===== config.mk =====
export PLATFORM = sky130hd
export DESIGN_NAME = fps_sequencer
export DESIGN_NICKNAME = d
export VERILOG_FILES = /design/src/shared/fps_pkg.sv /design/src/rtl/fps_sequencer.sv
export VERILOG_INCLUDE_DIRS = /design/src /design/src/shared
export SDC_FILE = /design/constraint.sdc
export NUM_CORES = 1
export LEC_CHECK = 0
export BUFFER_PORTS_ARGS = -buffer_cell sky130_fd_sc_hd__buf_2
export CORE_MARGIN = 1
export CORE_UTILIZATION = 55
export CTS_CLUSTER_DIAMETER = 150
export DETAILED_ROUTE_END_ITERATION = 10
export PLACE_DENSITY = 0.7
export SLEW_MARGIN = 30
export SYNTH_ARGS = -nofsm -noshare
export SYNTH_HDL_FRONTEND = slang
export SYNTH_SLANG_ARGS = --single-unit

===== constraint.sdc =====
create_clock -name pclk -period 48.5 [get_ports pclk]
set_input_delay 9.7 -clock pclk [delete_from_list [all_inputs] [get_ports pclk]]
set_output_delay 9.7 -clock pclk [all_outputs]
set_load 0.05 [all_outputs]

===== src/shared/fps_cfg.svh =====
/*
  Timing constants, field positions and register offsets for the flyback
  protection sequencer. Assumes a single 25 MHz system clock.
*/
// Function
// - peak setpoint at clamp starts the overload fault timer
// - fault timer expiry stops drive; latched or autorecovery protection by option
// - setpoint back below clamp before expiry clears the fault timer
// - pulse ended by maximum duty also starts the fault timer
// - autorecovery waits restart delay, restarts, repeats burst while fault stays
// - latched protection released only by brown-out or supply reset
// - overpower compensation current on only while feedback above its threshold
// - peak detector sampled then reset on brown-out comparator transitions
// - without line crossings a watchdog expiry makes the sample and reset events
// - frequency folds linearly toward minimum; jitter off during foldback
// - foldback inhibited while running at maximum duty
// - feedback at skip entry stops drive, low power until skip exit
// - skip exit resumes drive with a voltage-mode gentle restart ramp
// - feedback above foldback threshold ends the gentle ramp at once
// - switching allowed only inside latch window; either crossing latches off
// - latch crossings shorter than their blanking time are ignored
// - latch-input latch-off released only by brown-out or supply reset
// - latch input ignored until ready to start
// - high latch armed at turn-on, low latch after soft-start ends
// - thermistor bias current doubled during start-up soft-start
// - thermal shutdown stops switching, startup source off, logic reset
// - cooling below low threshold re-enables source and restarts normally
// - winding-short current level enters protection immediately
// - line below brown-out stop acts only after a persisting delay
// - line overvoltage comparator blanked for a fixed time
`ifndef FPS_CFG_SVH
`define FPS_CFG_SVH

`define FPS_CLK_MHZ         25
`define FPS_T_FAULT_US      128000
`define FPS_T_RESTART_US    1000000
`define FPS_T_SSTART_US     4000
`define FPS_T_GENTLE_US     300
`define FPS_T_WATCHDOG_US   30000
`define FPS_T_BROWNOUT_US   60000
`define FPS_T_OVBLANK_US    10
`define FPS_T_HIBLANK_US    10
`define FPS_T_LOBLANK_US    10
`define FPS_US2CYC(us)      ((us) * `FPS_CLK_MHZ)

`define FPS_FREQ_NOM        8'hff
`define FPS_FREQ_MIN        8'h40
`define FPS_SKIP_IN_CODE    8'h20

`define FPS_ADDR_CTRL       12'h000
`define FPS_ADDR_STATUS     12'h004
`define FPS_CTRL_LATCHED    0
`define FPS_CTRL_DC_LINE    1
`define FPS_CTRL_RESET      32'h0000_0000

`endif


===== src/shared/fps_pkg.sv =====
/*
  Types for the flyback protection sequencer: comparator bundle, output
  bundle and the controller state encoding. Assumes fps_cfg.svh alongside.
*/
package fps_pkg;

  typedef struct packed {
    logic cs_at_clamp;      // setpoint at peak_current_clamp
    logic cs_winding_short; // current sense above 1.5x clamp
    logic max_duty_term;    // last pulse ended by max duty
    logic fb_below_skip_in; // feedback at skip entry
    logic fb_above_skip_out;
    logic fb_above_fold;    // feedback above foldback_threshold
    logic fb_above_opc;     // feedback above overpower_comp_threshold
    logic line_below_stop;  // brown-out comparator
    logic line_above_start;
    logic line_over;        // line overvoltage comparator
    logic latch_high;       // latch input above high threshold
    logic latch_low;        // latch input below low threshold
    logic thermal_hot;      // thermal_shutdown high threshold
    logic thermal_cool;     // below low threshold
    logic supply_on;        // supply_turn_on_threshold reached
    logic supply_reset;     // supply at supply_reset_threshold
  } fps_comp_t;

  typedef struct packed {
    logic       gate_drive_out;
    logic       hv_source_en;
    logic       overpower_comp_current;
    logic       peak_sample;
    logic       peak_reset;
    logic       fold_active;
    logic       jitter_en;
    logic       skip_low_power;
    logic       gentle_ramp_active;
    logic       thermistor_bias_double;
    logic [7:0] osc_freq_code;
    logic [7:0] ramp_level;
  } fps_ctl_t;

  typedef enum logic [6:0] {
    FPS_OFF     = 7'b000_0001,
    FPS_SSTART  = 7'b000_0010,
    FPS_RUN     = 7'b000_0100,
    FPS_SKIP    = 7'b000_1000,
    FPS_AUTOREC = 7'b001_0000,
    FPS_LATCHED = 7'b010_0000,
    FPS_THERMAL = 7'b100_0000
  } fps_state_t;

endpackage


===== src/rtl/fps_sequencer.sv =====
/*
  Supervisory sequencer of a current-mode flyback controller: protection,
  skip and foldback sequencing, latch input, thermal recovery, APB registers.
  Assumes analog comparators drive comp asynchronously and fb_code comes from
  a converter already on pclk.
*/
// Implementation choices: register access over APB and the register addresses.
`timescale 1ns/1ns
`include "fps_cfg.svh"

module fps_sequencer #(
  parameter int unsigned T_FAULT    = `FPS_US2CYC(`FPS_T_FAULT_US),
  parameter int unsigned T_RESTART  = `FPS_US2CYC(`FPS_T_RESTART_US),
  parameter int unsigned T_SSTART   = `FPS_US2CYC(`FPS_T_SSTART_US),
  parameter int unsigned T_GENTLE   = `FPS_US2CYC(`FPS_T_GENTLE_US),
  parameter int unsigned T_WATCHDOG = `FPS_US2CYC(`FPS_T_WATCHDOG_US),
  parameter int unsigned T_BROWNOUT = `FPS_US2CYC(`FPS_T_BROWNOUT_US),
  parameter int unsigned T_OVBLANK  = `FPS_US2CYC(`FPS_T_OVBLANK_US),
  parameter int unsigned T_HIBLANK  = `FPS_US2CYC(`FPS_T_HIBLANK_US),
  parameter int unsigned T_LOBLANK  = `FPS_US2CYC(`FPS_T_LOBLANK_US)
) (
  input  wire logic             pclk,     // system clock, 25 MHz
  input  wire logic             presetn,  // async reset, active low
  input  wire logic             psel,     // apb select
  input  wire logic             penable,  // apb access phase
  input  wire logic             pwrite,   // apb direction
  input  wire logic [11:0]      paddr,    // apb byte address
  input  wire logic [31:0]      pwdata,   // apb write data
  output logic      [31:0]      prdata,   // apb read data
  output logic                  pready,   // apb ready
  output logic                  pslverr,  // apb error on unmapped address
  input  wire fps_pkg::fps_comp_t comp,   // raw comparator levels
  input  wire logic [7:0]       fb_code,  // digitised feedback level
  output fps_pkg::fps_ctl_t     ctl       // registered control outputs
);
  import fps_pkg::*;

  // ---------------------------------------------------------------
  // input synchronisers
  // ---------------------------------------------------------------
  localparam int NC = $bits(fps_comp_t);
  logic [NC-1:0] sync_meta;
  logic [NC-1:0] sync_q;
  fps_comp_t     c;

  always_ff @(posedge pclk or negedge presetn)
  begin
    if (!presetn)
    begin
      sync_meta <= '0;
      sync_q    <= '0;
    end
    else
    begin
      sync_meta <= comp;
      sync_q    <= sync_meta;
    end
  end
  assign c = fps_comp_t'(sync_q);

  // ---------------------------------------------------------------
  // apb slave
  // ---------------------------------------------------------------
  logic [31:0] ctrl;
  fps_state_t  state;
  logic        latch_fault;
  logic        brownout;
  logic        line_ov;
  logic        fault_seen;

  function automatic logic addr_ok(input logic [11:0] a);
    addr_ok = (a == `FPS_ADDR_CTRL) || (a == `FPS_ADDR_STATUS);
  endfunction

  always_ff @(posedge pclk or negedge presetn)
  begin
    if (!presetn)
    begin
      pready  <= 1'b0;
      pslverr <= 1'b0;
      prdata  <= 32'h0000_0000;
    end
    else
    begin
      // zero wait states: ready rises in the access cycle after setup
      pready  <= psel && !penable;
      pslverr <= psel && !penable && !addr_ok(paddr);
      if (psel && !penable && !pwrite && paddr == `FPS_ADDR_CTRL)
        prdata <= ctrl;
      else if (psel && !penable && !pwrite && paddr == `FPS_ADDR_STATUS)
        prdata <= {21'h00_0000, fault_seen, line_ov, brownout, latch_fault, state};
      else
        prdata <= 32'h0000_0000;
    end
  end

  always_ff @(posedge pclk or negedge presetn)
  begin
    if (!presetn)
      ctrl <= `FPS_CTRL_RESET;
    else if (psel && penable && pready && pwrite && paddr == `FPS_ADDR_CTRL)
      ctrl <= {30'h0000_0000, pwdata[`FPS_CTRL_DC_LINE], pwdata[`FPS_CTRL_LATCHED]};
  end

  wire opt_latched = ctrl[`FPS_CTRL_LATCHED];
  wire dc_line     = ctrl[`FPS_CTRL_DC_LINE];

  // ---------------------------------------------------------------
  // persistence filters: high latch, low latch, brown-out, line ov
  // ---------------------------------------------------------------
  function automatic int unsigned filt_len(input int i);
    case (i)
      0:       filt_len = T_HIBLANK;
      1:       filt_len = T_LOBLANK;
      2:       filt_len = T_BROWNOUT;
      default: filt_len = T_OVBLANK;
    endcase
  endfunction

  logic [3:0] filt_in;
  logic [3:0] filt_out;
  wire        tsd_rst = c.thermal_hot || c.supply_reset;
  wire        hi_armed = state inside {FPS_SSTART, FPS_RUN, FPS_SKIP};
  wire        lo_armed = state inside {FPS_RUN, FPS_SKIP};

  assign filt_in = {c.line_over, c.line_below_stop,
                    c.latch_low && lo_armed, c.latch_high && hi_armed};

  for (genvar i = 0; i < 4; i++)
  begin : g_filt
    logic [31:0] cnt;
    always_ff @(posedge pclk or negedge presetn)
    begin
      if (!presetn)
        cnt <= 32'h0000_0000;
      else if (!filt_in[i] || tsd_rst)
        cnt <= 32'h0000_0000;
      else if (cnt < filt_len(i))
        cnt <= cnt + 32'h0000_0001;
    end
    assign filt_out[i] = (cnt >= filt_len(i));
  end

  // brown-out: set after persisting drop, cleared once line is back above start
  always_ff @(posedge pclk or negedge presetn)
  begin
    if (!presetn)
      brownout <= 1'b0;
    else if (filt_out[2])
      brownout <= 1'b1;
    else if (c.line_above_start)
      brownout <= 1'b0;
  end

  always_ff @(posedge pclk or negedge presetn)
  begin
    if (!presetn)
      line_ov <= 1'b0;
    else
      line_ov <= filt_out[3];
  end

  // latch window violation is sticky until brown-out or supply reset
  always_ff @(posedge pclk or negedge presetn)
  begin
    if (!presetn)
      latch_fault <= 1'b0;
    else if (filt_out[0] || filt_out[1])
      latch_fault <= 1'b1;
    else if (brownout || c.supply_reset)
      latch_fault <= 1'b0;
  end

  // ---------------------------------------------------------------
  // overload fault timer
  // ---------------------------------------------------------------
  logic [31:0] fault_cnt;
  wire         overload = c.cs_at_clamp || c.max_duty_term;
  wire         fault_expired = (fault_cnt >= T_FAULT);

  always_ff @(posedge pclk or negedge presetn)
  begin
    if (!presetn)
      fault_cnt <= 32'h0000_0000;
    else if (!overload || state != FPS_RUN)
      fault_cnt <= 32'h0000_0000;
    else if (!fault_expired)
      fault_cnt <= fault_cnt + 32'h0000_0001;
  end

  wire protect = (state == FPS_RUN || state == FPS_SSTART) &&
                 (fault_expired || c.cs_winding_short);

  always_ff @(posedge pclk or negedge presetn)
  begin
    if (!presetn)
      fault_seen <= 1'b0;
    else if (protect)
      fault_seen <= 1'b1;
    else if (state == FPS_RUN && !overload)
      fault_seen <= 1'b0;
  end

  // ---------------------------------------------------------------
  // controller state machine
  // ---------------------------------------------------------------
  logic [31:0] st_cnt;
  fps_state_t  next_state;
  logic        ramp_on;
  wire         line_ok = !brownout && !line_ov;
  wire         sstart_done = (st_cnt >= T_SSTART);

  always_comb
  begin
    next_state = state;
    case (state)
      FPS_OFF:
        if (c.supply_on && line_ok && !latch_fault)
          next_state = FPS_SSTART;
      FPS_SSTART:
        if (protect)
          next_state = opt_latched ? FPS_LATCHED : FPS_AUTOREC;
        else if (!line_ok || latch_fault)
          next_state = latch_fault ? FPS_LATCHED : FPS_OFF;
        else if (sstart_done)
          next_state = FPS_RUN;
      FPS_RUN:
        if (protect)
          next_state = opt_latched ? FPS_LATCHED : FPS_AUTOREC;
        else if (latch_fault)
          next_state = FPS_LATCHED;
        else if (!line_ok)
          next_state = FPS_OFF;
        else if (c.fb_below_skip_in)
          next_state = FPS_SKIP;
      FPS_SKIP:
        if (latch_fault)
          next_state = FPS_LATCHED;
        else if (!line_ok)
          next_state = FPS_OFF;
        else if (c.fb_above_skip_out)
          next_state = FPS_RUN;
      FPS_AUTOREC:
        if (st_cnt >= T_RESTART)
          next_state = FPS_OFF;
      FPS_LATCHED:
        if ((brownout || c.supply_reset) && !latch_fault)
          next_state = FPS_OFF;
      FPS_THERMAL:
        if (c.thermal_cool)
          next_state = FPS_OFF;
      default:
        next_state = FPS_OFF;
    endcase
    // thermal overrides everything; supply reset, unless in thermal, forces the state back to off
    if (c.thermal_hot)
      next_state = FPS_THERMAL;
    else if (c.supply_reset && state != FPS_THERMAL)
      next_state = FPS_OFF;
  end

  always_ff @(posedge pclk or negedge presetn)
  begin
    if (!presetn)
      state <= FPS_OFF;
    else
      state <= next_state;
  end

  // one timer serves soft-start, restart delay and gentle ramp
  always_ff @(posedge pclk or negedge presetn)
  begin
    if (!presetn)
      st_cnt <= 32'h0000_0000;
    else if (next_state != state)
      st_cnt <= 32'h0000_0000;
    else if (st_cnt != 32'hffff_ffff)
      st_cnt <= st_cnt + 32'h0000_0001;
  end

  always_ff @(posedge pclk or negedge presetn)
  begin
    if (!presetn)
      ramp_on <= 1'b0;
    else if (state == FPS_SKIP && next_state == FPS_RUN)
      ramp_on <= 1'b1;
    else if (state != FPS_RUN || c.fb_above_fold || st_cnt >= T_GENTLE)
      ramp_on <= 1'b0;
  end

  // ---------------------------------------------------------------
  // peak detector sample and reset events
  // ---------------------------------------------------------------
  logic        bo_prev;
  logic [31:0] wd_cnt;
  logic        sample_q;
  wire         bo_edge = (c.line_below_stop != bo_prev) && !dc_line;
  wire         wd_exp = (wd_cnt >= T_WATCHDOG);
  wire         sample_ev = bo_edge || wd_exp;

  always_ff @(posedge pclk or negedge presetn)
  begin
    if (!presetn)
    begin
      bo_prev <= 1'b0;
      wd_cnt  <= 32'h0000_0000;
    end
    else
    begin
      bo_prev <= c.line_below_stop;
      if (sample_ev)
        wd_cnt <= 32'h0000_0000;
      else
        wd_cnt <= wd_cnt + 32'h0000_0001;
    end
  end

  always_ff @(posedge pclk or negedge presetn)
  begin
    if (!presetn)
      sample_q <= 1'b0;
    else
      sample_q <= sample_ev;
  end

  // ---------------------------------------------------------------
  // registered outputs
  // ---------------------------------------------------------------
  wire       running = (state == FPS_RUN || state == FPS_SSTART);
  wire       folding = (state == FPS_RUN) && !c.fb_above_fold && !c.max_duty_term;
  wire [7:0] fb_ofs  = (fb_code > `FPS_SKIP_IN_CODE) ? fb_code - `FPS_SKIP_IN_CODE : 8'h00;
  wire [8:0] fold_sum = {1'b0, `FPS_FREQ_MIN} + {1'b0, fb_ofs};
  wire [7:0] fold_freq = (fold_sum > {1'b0, `FPS_FREQ_NOM}) ? `FPS_FREQ_NOM : fold_sum[7:0];
  wire [7:0] ramp_lvl = (st_cnt >= T_GENTLE) ? 8'hff : 8'((st_cnt * 256) / T_GENTLE);

  always_ff @(posedge pclk or negedge presetn)
  begin
    if (!presetn)
      ctl <= '0;
    else
    begin
      ctl.gate_drive_out         <= running && !c.thermal_hot;
      ctl.hv_source_en           <= (state != FPS_THERMAL) && !c.thermal_hot;
      ctl.overpower_comp_current <= running && c.fb_above_opc;
      ctl.peak_sample            <= sample_ev;
      ctl.peak_reset             <= sample_q;
      ctl.fold_active            <= folding;
      ctl.jitter_en              <= running && !folding;
      ctl.skip_low_power         <= (state == FPS_SKIP);
      ctl.gentle_ramp_active     <= ramp_on;
      ctl.thermistor_bias_double <= (state == FPS_SSTART);
      ctl.osc_freq_code          <= folding ? fold_freq : `FPS_FREQ_NOM;
      ctl.ramp_level             <= ramp_on ? ramp_lvl : 8'hff;
    end
  end

endmodule


==> results_dict.tcl, run 1 <==
set metrics [dict create \
    layout.nets 2972 \
    synth_top_area_frac 0.322 \
    synthesis.area_um2 24000 \
    wirelength_um 59800 \
    antenna_found_initial 0 \
    synth-edff-count 0 \
    grt_pass1_vias 20600 \
    hp-class "register to register" \
    holdBufCountCts 0 \
    ctsResizeCount 0 \
    place_ws_ns 22.33 \
    ys_types 146 \
    synthMuxAreaShare 0.0299 \
    synth_compound_area_frac 0.248 \
    synthTopCellsByArea "dfrtp_1 32%, nor2_1 5.5%, xnor2_1 4.6%, nand2_1 3.9%, a21oi_1 3.2%" \
    wire_per_inst_um 17.1 \
    worstPathMaxFanout 21 \
    ant_nets 0 \
    hold_viol 0 \
    drive_gt1_frac 0.118 \
    violations "DRC" \
    clock.fmax_ghz 0.0389 \
    drc 1 \
    cts_max_level 1 \
    core_um2 43100 \
    fp.dieW_um 211 \
    irDropWorstVdd_v 0.0000388 \
    synth_area_leader_cell "dfrtp_1" \
    switching_share 0.237 \
    antenna_cells 0 \
    cts_tree "built" \
    synth_xor_area_frac 0.0792 \
    grt_pass1_wl_um 101000 \
    crit_slowest_cell "o41ai_2" \
    status "finished with violations" \
    synthAdderAreaFrac 0.0145 \
    synthArstFlopShare 1.00 \
    cts_setup_buffers 0 \
    arrival_ns 26.15 \
    cp_slowest_stage_delay_ns 0.72 \
    synth.top_cells.by_count "353 x nor2_1, 309 x dfrtp_1, 252 x nand2_1" \
    die-area_um2 44500 \
    leakage_nw 10.2 \
    rsz0062_at_grt "no" \
    min_period_ns 25.73 \
    start_kind "register" \
    cts_buffers 31 \
    routed_via_density 6.24 \
    grt_usage 0.267 \
    skew_ns 0.0124 \
    area_delta_synth_final_pct 7.54 \
    vias 21700 \
    syn_avg_cell_area_um2 8.38 \
    maxCapViolCount 0 \
    required_ns 48.92 \
    synth_most_common_cell "nor2_1" \
    fin_tns_setup_ns 0 \
    cellInternalPower_uw 420 \
    synth_top_family_by_area "simple AND/OR/NAND/NOR gates" \
    synth_flop_cell "dfrtp_1" \
    path_clk_slew_ns 0.07 \
    worst_slew_pin_slew_ns 0.941 \
    crit_type "register to register" \
    cts_root_buffer "clkbuf_16" \
    ys_ff_latch 310 \
    combPwrFrac 0.060 \
    clock_latency_ns 0.57 \
    cpLargestDelayFamily "compound AO/OA/AOI/OAI gates" \
    initial_core_util 0.557 \
    crit_buf_inv 4 \
    grt_max_degree 192 \
    num_rows 76 \
    relSlewSlack 0.371 \
    drtIter0Drc 1599 \
    p_per_area_nw_per_um2 21.3 \
    setup-violations-final 0 \
    p_seq_frac 0.479 \
    cts_sinks 310 \
    drv_slew 0 \
    p_switching_uw 130 \
    synthCells 2862 \
    ys_seq_area_frac 0.323 \
    firstDrtPassIters 8 \
    pwr-share-clk 0.460 \
    place_congestion 0.905 \
    die_y_um 211 \
    grt_overflow_total 0 \
    clk_path_buf_depth 3 \
    worst_slack_ns 22.77 \
    end_kind "register" \
    post-route-period-util 0.531 \
    synthSimpleGateAreaFrac 0.263 \
    portBuffers 81 \
    ys_warn_count 0 \
    place_hpwl_um 43600 \
    io_pins 133 \
]
## cell usage in the layout, fill, tap and decap left out, types with 12 or more instances in the layout
| cell | Yosys | routed |
|---|---|---|
| conb_1 | 1 | 33 |
| nand2_1 | 252 | 251 |
| xor2_1 | 80 | 78 |
| a21oi_1 | 153 | 153 |
| nor3b_1 | 13 | 13 |
| buf_2 | 42 | 80 |
| nor2b_1 | 16 | 16 |
| nand2b_1 | 19 | 19 |
| o31ai_1 | 25 | 25 |
| mux2i_1 | 38 | 38 |
| o21ai_1 | 29 | 30 |
| nand4_1 | 68 | 68 |
| ha_1 | 23 | 23 |
| xnor2_1 | 125 | 124 |
| clkbuf_16 | 0 | 31 |
| o211ai_1 | 26 | 26 |
| and4_1 | 17 | 17 |
| o21a_1 | 20 | 20 |
| o21ai_0 | 95 | 94 |
| and2_1 | 96 | 96 |
| a31o_2 | 12 | 12 |
| or3_1 | 30 | 30 |
| nor2_1 | 353 | 353 |
| a31oi_1 | 51 | 50 |
| nor4_1 | 55 | 55 |
| a211oi_1 | 41 | 41 |
| a21o_1 | 27 | 27 |
| nand3_1 | 112 | 112 |
| a41oi_1 | 16 | 15 |
| nor3_1 | 96 | 96 |
| mux2_2 | 13 | 13 |
| inv_1 | 59 | 59 |
| o22ai_1 | 17 | 17 |
| dfrtp_1 | 309 | 309 |
| or2_2 | 16 | 16 |
| and3_1 | 45 | 45 |
## registers in the layout (all words and copies together) (netlist names), 2 cells and up
name,cells
g_filt.cnt,128
fault_cnt,32
st_cnt,32
wd_cnt,32
ctl,26
c,16
sync_meta,16
prdata,11
state,7
ctrl,2
## per-layer routing
| layer | global-route usage | wire length (µm) | vias to the layer above |
|---|---|---|---|
| met5 | 0 | 0 | - |
| met4 | 0.0627 | 1030 | 0 |
| met3 | 0.0213 | 2440 | 73 |
| met2 | 0.457 | 28800 | 529 |
| met1 | 0.368 | 27500 | 10500 |
| li1 | - | - | 10600 |
## power by group through the flow
| stage | Clock [mW] | Sequential [mW] | Combinational (mW) |
|---|---|---|---|
| 2_1_floorplan | 0 | 0.268 | 0.0221 |
| 3_5_place_dp | 0 | 0.269 | 0.0329 |
| 6_report | 0.253 | 0.264 | 0.0333 |
| 4_1_cts | 0.259 | 0.264 | 0.0330 |
| 5_1_grt | 0.268 | 0.264 | 0.0373 |
| 3_3_place_gp | 0 | 0.269 | 0.0321 |
## layout make-up
class | count | area [µm²]
clock buffer | 41 | 873
clock inverter | 17 | 220
fill | 3820 | 17300
inverter | 66 | 248
multi-input combinational | 2373 | 15400
sequential | 310 | 7760
tap | 585 | 732
timing repair buffer | 94 | 566
## final timing paths
check / from / to / slack [ns] / depth (start not counted)
setup reg to reg: st_cnt[13] / ctl[0] / 22.77 / 78
setup / recovery: st_cnt[13] / ctl[0] / 22.77 / 78
min in group asynchronous: presetn / wd_cnt[2] / 8.98 / 1
max in group asynchronous: presetn / g_filt[0].cnt[11] / 38.26 / 3
hold reg to reg: sync_meta[11] / c[11] / 0.35 / 0
hold / removal: sync_meta[11] / c[11] / 0.35 / 0
## cells by family (layout without fill, tap and decap cells)
group | count (synthesis) | in the layout
other cells | 1 | 33
mux | 63 | 63
xor+xnor | 211 | 211
fa+ha+maj | 29 | 29
simple gates | 1253 | 1253
compound gates | 784 | 784
flops | 310 | 310
buf+inv | 211 | 218
## per-stage QoR
stage                      util  power [mW]  hold WS [ns]  cells  cell area (µm²)
final                     0.599       0.551         0.345   3486            25800
after global routing      0.599       0.570         0.350   3486            25800
after CTS                 0.597       0.556         0.352   3484            25700
after detailed placement  0.572       0.302         0.335   3426            24600
after global placement    0.571       0.301         0.332   3426            24600
after floorplan               -       0.290         0.331   2894            24100
Power figures use the tool's default switching activity.
==> inputs of run 2 (changes only) <==
--- a/config.mk
+++ b/config.mk
@@ -6,6 +6,7 @@
 export SDC_FILE = /design/constraint.sdc
 export NUM_CORES = 1
 export LEC_CHECK = 0
+export ABC_AREA = 1
 export BUFFER_PORTS_ARGS = -buffer_cell sky130_fd_sc_hd__buf_2
 export CORE_MARGIN = 1
 export CORE_UTILIZATION = 55
==> constraint.sdc (replaced) <==
create_clock -name pclk -period 24.4 [get_ports pclk]
set_input_delay 4.88 -clock pclk [delete_from_list [all_inputs] [get_ports pclk]]
set_output_delay 4.88 -clock pclk [all_outputs]
set_load 0.05 [all_outputs]
==> run 2 against run 1 <==
Effect of this change: highest routed layer unchanged; count of clock-buffer cells in the layout rose by 2; total power rose by 92%; the run now ends clean; via count fell by 9.5%; wire length fell by 20%; synthesized cell count rose by 11%; global-route usage fell by 3.6 points.
==> results_dict.tcl, run 2 <==
set metrics [dict create \
    status "complete, no violations" \
    synth_area_leader_cell "dfrtp_1" \
    clock.fmax_ghz 0.0494 \
    vias 19700 \
    path_clk_slew_ns 0.07 \
    num_rows 73 \
    reg2reg_depth 150 \
    synth.top_cells.by_count "695 x nand2_1, 428 x inv_1, 368 x nor2_1" \
    ys_ff_latch 310 \
    synth-edff-count 0 \
    critical_path.most_common_cell "nand2_2" \
    synthTopCellsByArea "dfrtp_1 34%, nand2_1 12%, inv_1 7.1%, nand3_1 6.5%, nor2_1 6.1%" \
    cts_max_level 1 \
    grt_overflow_total 0 \
    largest_register_ff_count 128 \
    hp-start "sync_meta[9]" \
    initial_core_util 0.563 \
    antenna_cells 0 \
    finalPower_mw 1.06 \
    skew_ns 0.0161 \
    cts_setup_buffers 0 \
    arrival_ns 20.67 \
    antenna_found_initial 0 \
    leakage_nw 12.1 \
    cts_tree "built" \
    cellInternalPower_uw 807 \
    crit_type "register to register" \
    reg2reg_slack_ns 4.16 \
    irDropWorstVdd_v 0.0000804 \
    timing.hold.worst_endpoint "c[9]" \
    hold_viol 0 \
    cpLargestDelayFamily "simple AND/OR/NAND/NOR gates" \
    ys_types 71 \
    cts_sinks 310 \
    p_seq_frac 0.494 \
    clk_path_buf_depth 3 \
    ctsResizeCount 0 \
    die-area_um2 41900 \
    crit_slowest_cell "xor2_1" \
    synthArstFlopShare 1.00 \
    wire_per_inst_um 12.5 \
    setup-violations-final 0 \
    synth_flop_cell "dfrtp_1" \
    synth_top_area_frac 0.342 \
    hp-class "register to register" \
    drv_slew 0 \
    layout.nets 3364 \
    post-route-period-util 0.830 \
    firstDrtPassIters 5 \
    required_ns 24.83 \
    synth_most_common_cell "nand2_1" \
    combPwrFrac 0.061 \
    largest-register "g_filt.cnt" \
    final_cell_mix "695 x nand2_1, 428 x inv_1, 368 x nor2_1" \
    num-fill-cells 3755 \
    place_hpwl_um 36500 \
    crit_buf_inv 11 \
    p_per_area_nw_per_um2 43.6 \
    fp.dieW_um 205 \
    grt_pass1_wl_um 82800 \
    area_delta_synth_final_pct 7.70 \
    ys_warn_count 0 \
    relSlewSlack 0.465 \
    syn_avg_cell_area_um2 7.10 \
    pwr-share-clk 0.445 \
    synthCells 3180 \
    start_kind "register" \
    drc 0 \
    routed_via_density 5.15 \
    cts_root_buffer "clkbuf_16" \
    design_area_um2 24300 \
    clock_latency_ns 0.57 \
    rsz0062_at_grt "no" \
    place_congestion 0.907 \
    die_y_um 205 \
    ys_seq_area_frac 0.344 \
    p_switching_uw 252 \
    wirelength_um 47500 \
    holdBufCountCts 0 \
    core_um2 40100 \
    drive_gt1_frac 0.177 \
    switching_share 0.238 \
    io_pins 133 \
    worstPathMaxFanout 20 \
    min_period_ns 20.24 \
    maxCapViolCount 0 \
    reg2reg_to "ctl[0]" \
    ant_nets 0 \
    placedInstanceArea_um2 23300 \
    cp_slowest_stage_delay_ns 0.67 \
    drtIter0Drc 1093 \
    cts_buffers 31 \
    portBuffers 81 \
    end_kind "register" \
    fin_tns_setup_ns 0 \
    synthesis.area_um2 22600 \
    grt_usage 0.231 \
    grt_pass1_vias 18400 \
    r2r-start "st_cnt[14]" \
    holdPathStages 0 \
    final_common_cell "nand2_1" \
    grt_max_degree 85 \
    worst_slew_pin_slew_ns 0.795 \
]
run 2: changes by cell type in the layout (fill, tap and decap cells not counted), moves of 33 or more:
cell / before / now
nand2_1: 251 / 695
inv_1: 59 / 428
nand3_1: 112 / 292
nand2_2: 4 / 173
xnor2_1: 124 / 13
and2_1: 96 / 2
nand2_4: 0 / 74
inv_2: 4 / 57
a21oi_1: 153 / 110
and3_1: 45 / 2
a31oi_1: 50 / 8
mux2i_1: 38 / 0
nand3_2: 1 / 35
nor3_1: 96 / 63
run 2: cell families after synthesis:
logic type / after synthesis / synth area share
xor+xnor: 81 / 0.0314
other cells: 1 / 0.000166
flops: 310 / 0.344
fa+ha+maj: 23 / 0.0127
simple gates: 1876 / 0.416
compound gates: 321 / 0.0864
buf+inv: 568 / 0.110
run 2: worst reg2reg max path, delay by kind of cell, from the launching register on:
family	cells	cell delay, ns
xor+xnor	1	0.67
flops	1	0.59
buf+inv	11	0.85
compound gates	3	0.86
simple gates	130	16.12
fa+ha+maj	5	0.99
run 2: cell type report:
type / instances / area (µm²) / share of cell area
multi-input cells: 2334 / 12500 / 0.513
flip-flops and latches: 310 / 7760 / 0.319
inverters: 500 / 1910 / 0.0786
clock buffers: 43 / 911 / 0.0374
well taps: 525 / 657 / 0.0270
repair buffers: 91 / 502 / 0.0206
clock inverters: 14 / 114 / 0.00468
run 2: stage by stage:
step / cells / setup WS, ns / hold WS [ns] / utilization
3_3_place_gp: 3760 / 4.68 / 0.332 / 0.581
5_1_grt: 3817 / 1.83 / 0.357 / 0.607
4_1_cts: 3817 / 4.17 / 0.354 / 0.606
3_5_place_dp: 3760 / 4.23 / 0.338 / 0.581
2_1_floorplan: 3212 / 7.91 / 0.331 / -
6_report: 3817 / 4.16 / 0.347 / 0.607
run 2: worst max-delay path by stage:
stage / slack [ns] / depth (start not counted) / from / end
floorplan: 7.91 / 156 / st_cnt[16] / ctl[0]
finish: 4.16 / 150 / st_cnt[14] / ctl[0]
global route: 1.83 / 148 / st_cnt[14] / ctl[0]
global placement: 4.68 / 150 / st_cnt[14] / ctl[0]
detailed placement: 4.23 / 148 / st_cnt[14] / ctl[0]
CTS: 4.17 / 148 / st_cnt[14] / ctl[0]
run 2: routing by layer:
metal  vias up  track usage  part of all wire
met3        57       0.0204             0.029
met5         -            0                 0
met1      9081        0.313              0.48
li1      10300            -                 -
met2       277        0.396              0.48
met4         0       0.0562             0.016
run 2: power by group through the flow:
stage | clock network, mW | logic (mW) | registers (mW)
2_1_floorplan | 0 | 0.0434 | 0.533
3_3_place_gp | 0 | 0.0641 | 0.532
3_5_place_dp | 0 | 0.0652 | 0.532
4_1_cts | 0.484 | 0.0655 | 0.523
5_1_grt | 0.501 | 0.0741 | 0.523
6_report | 0.471 | 0.0650 | 0.523
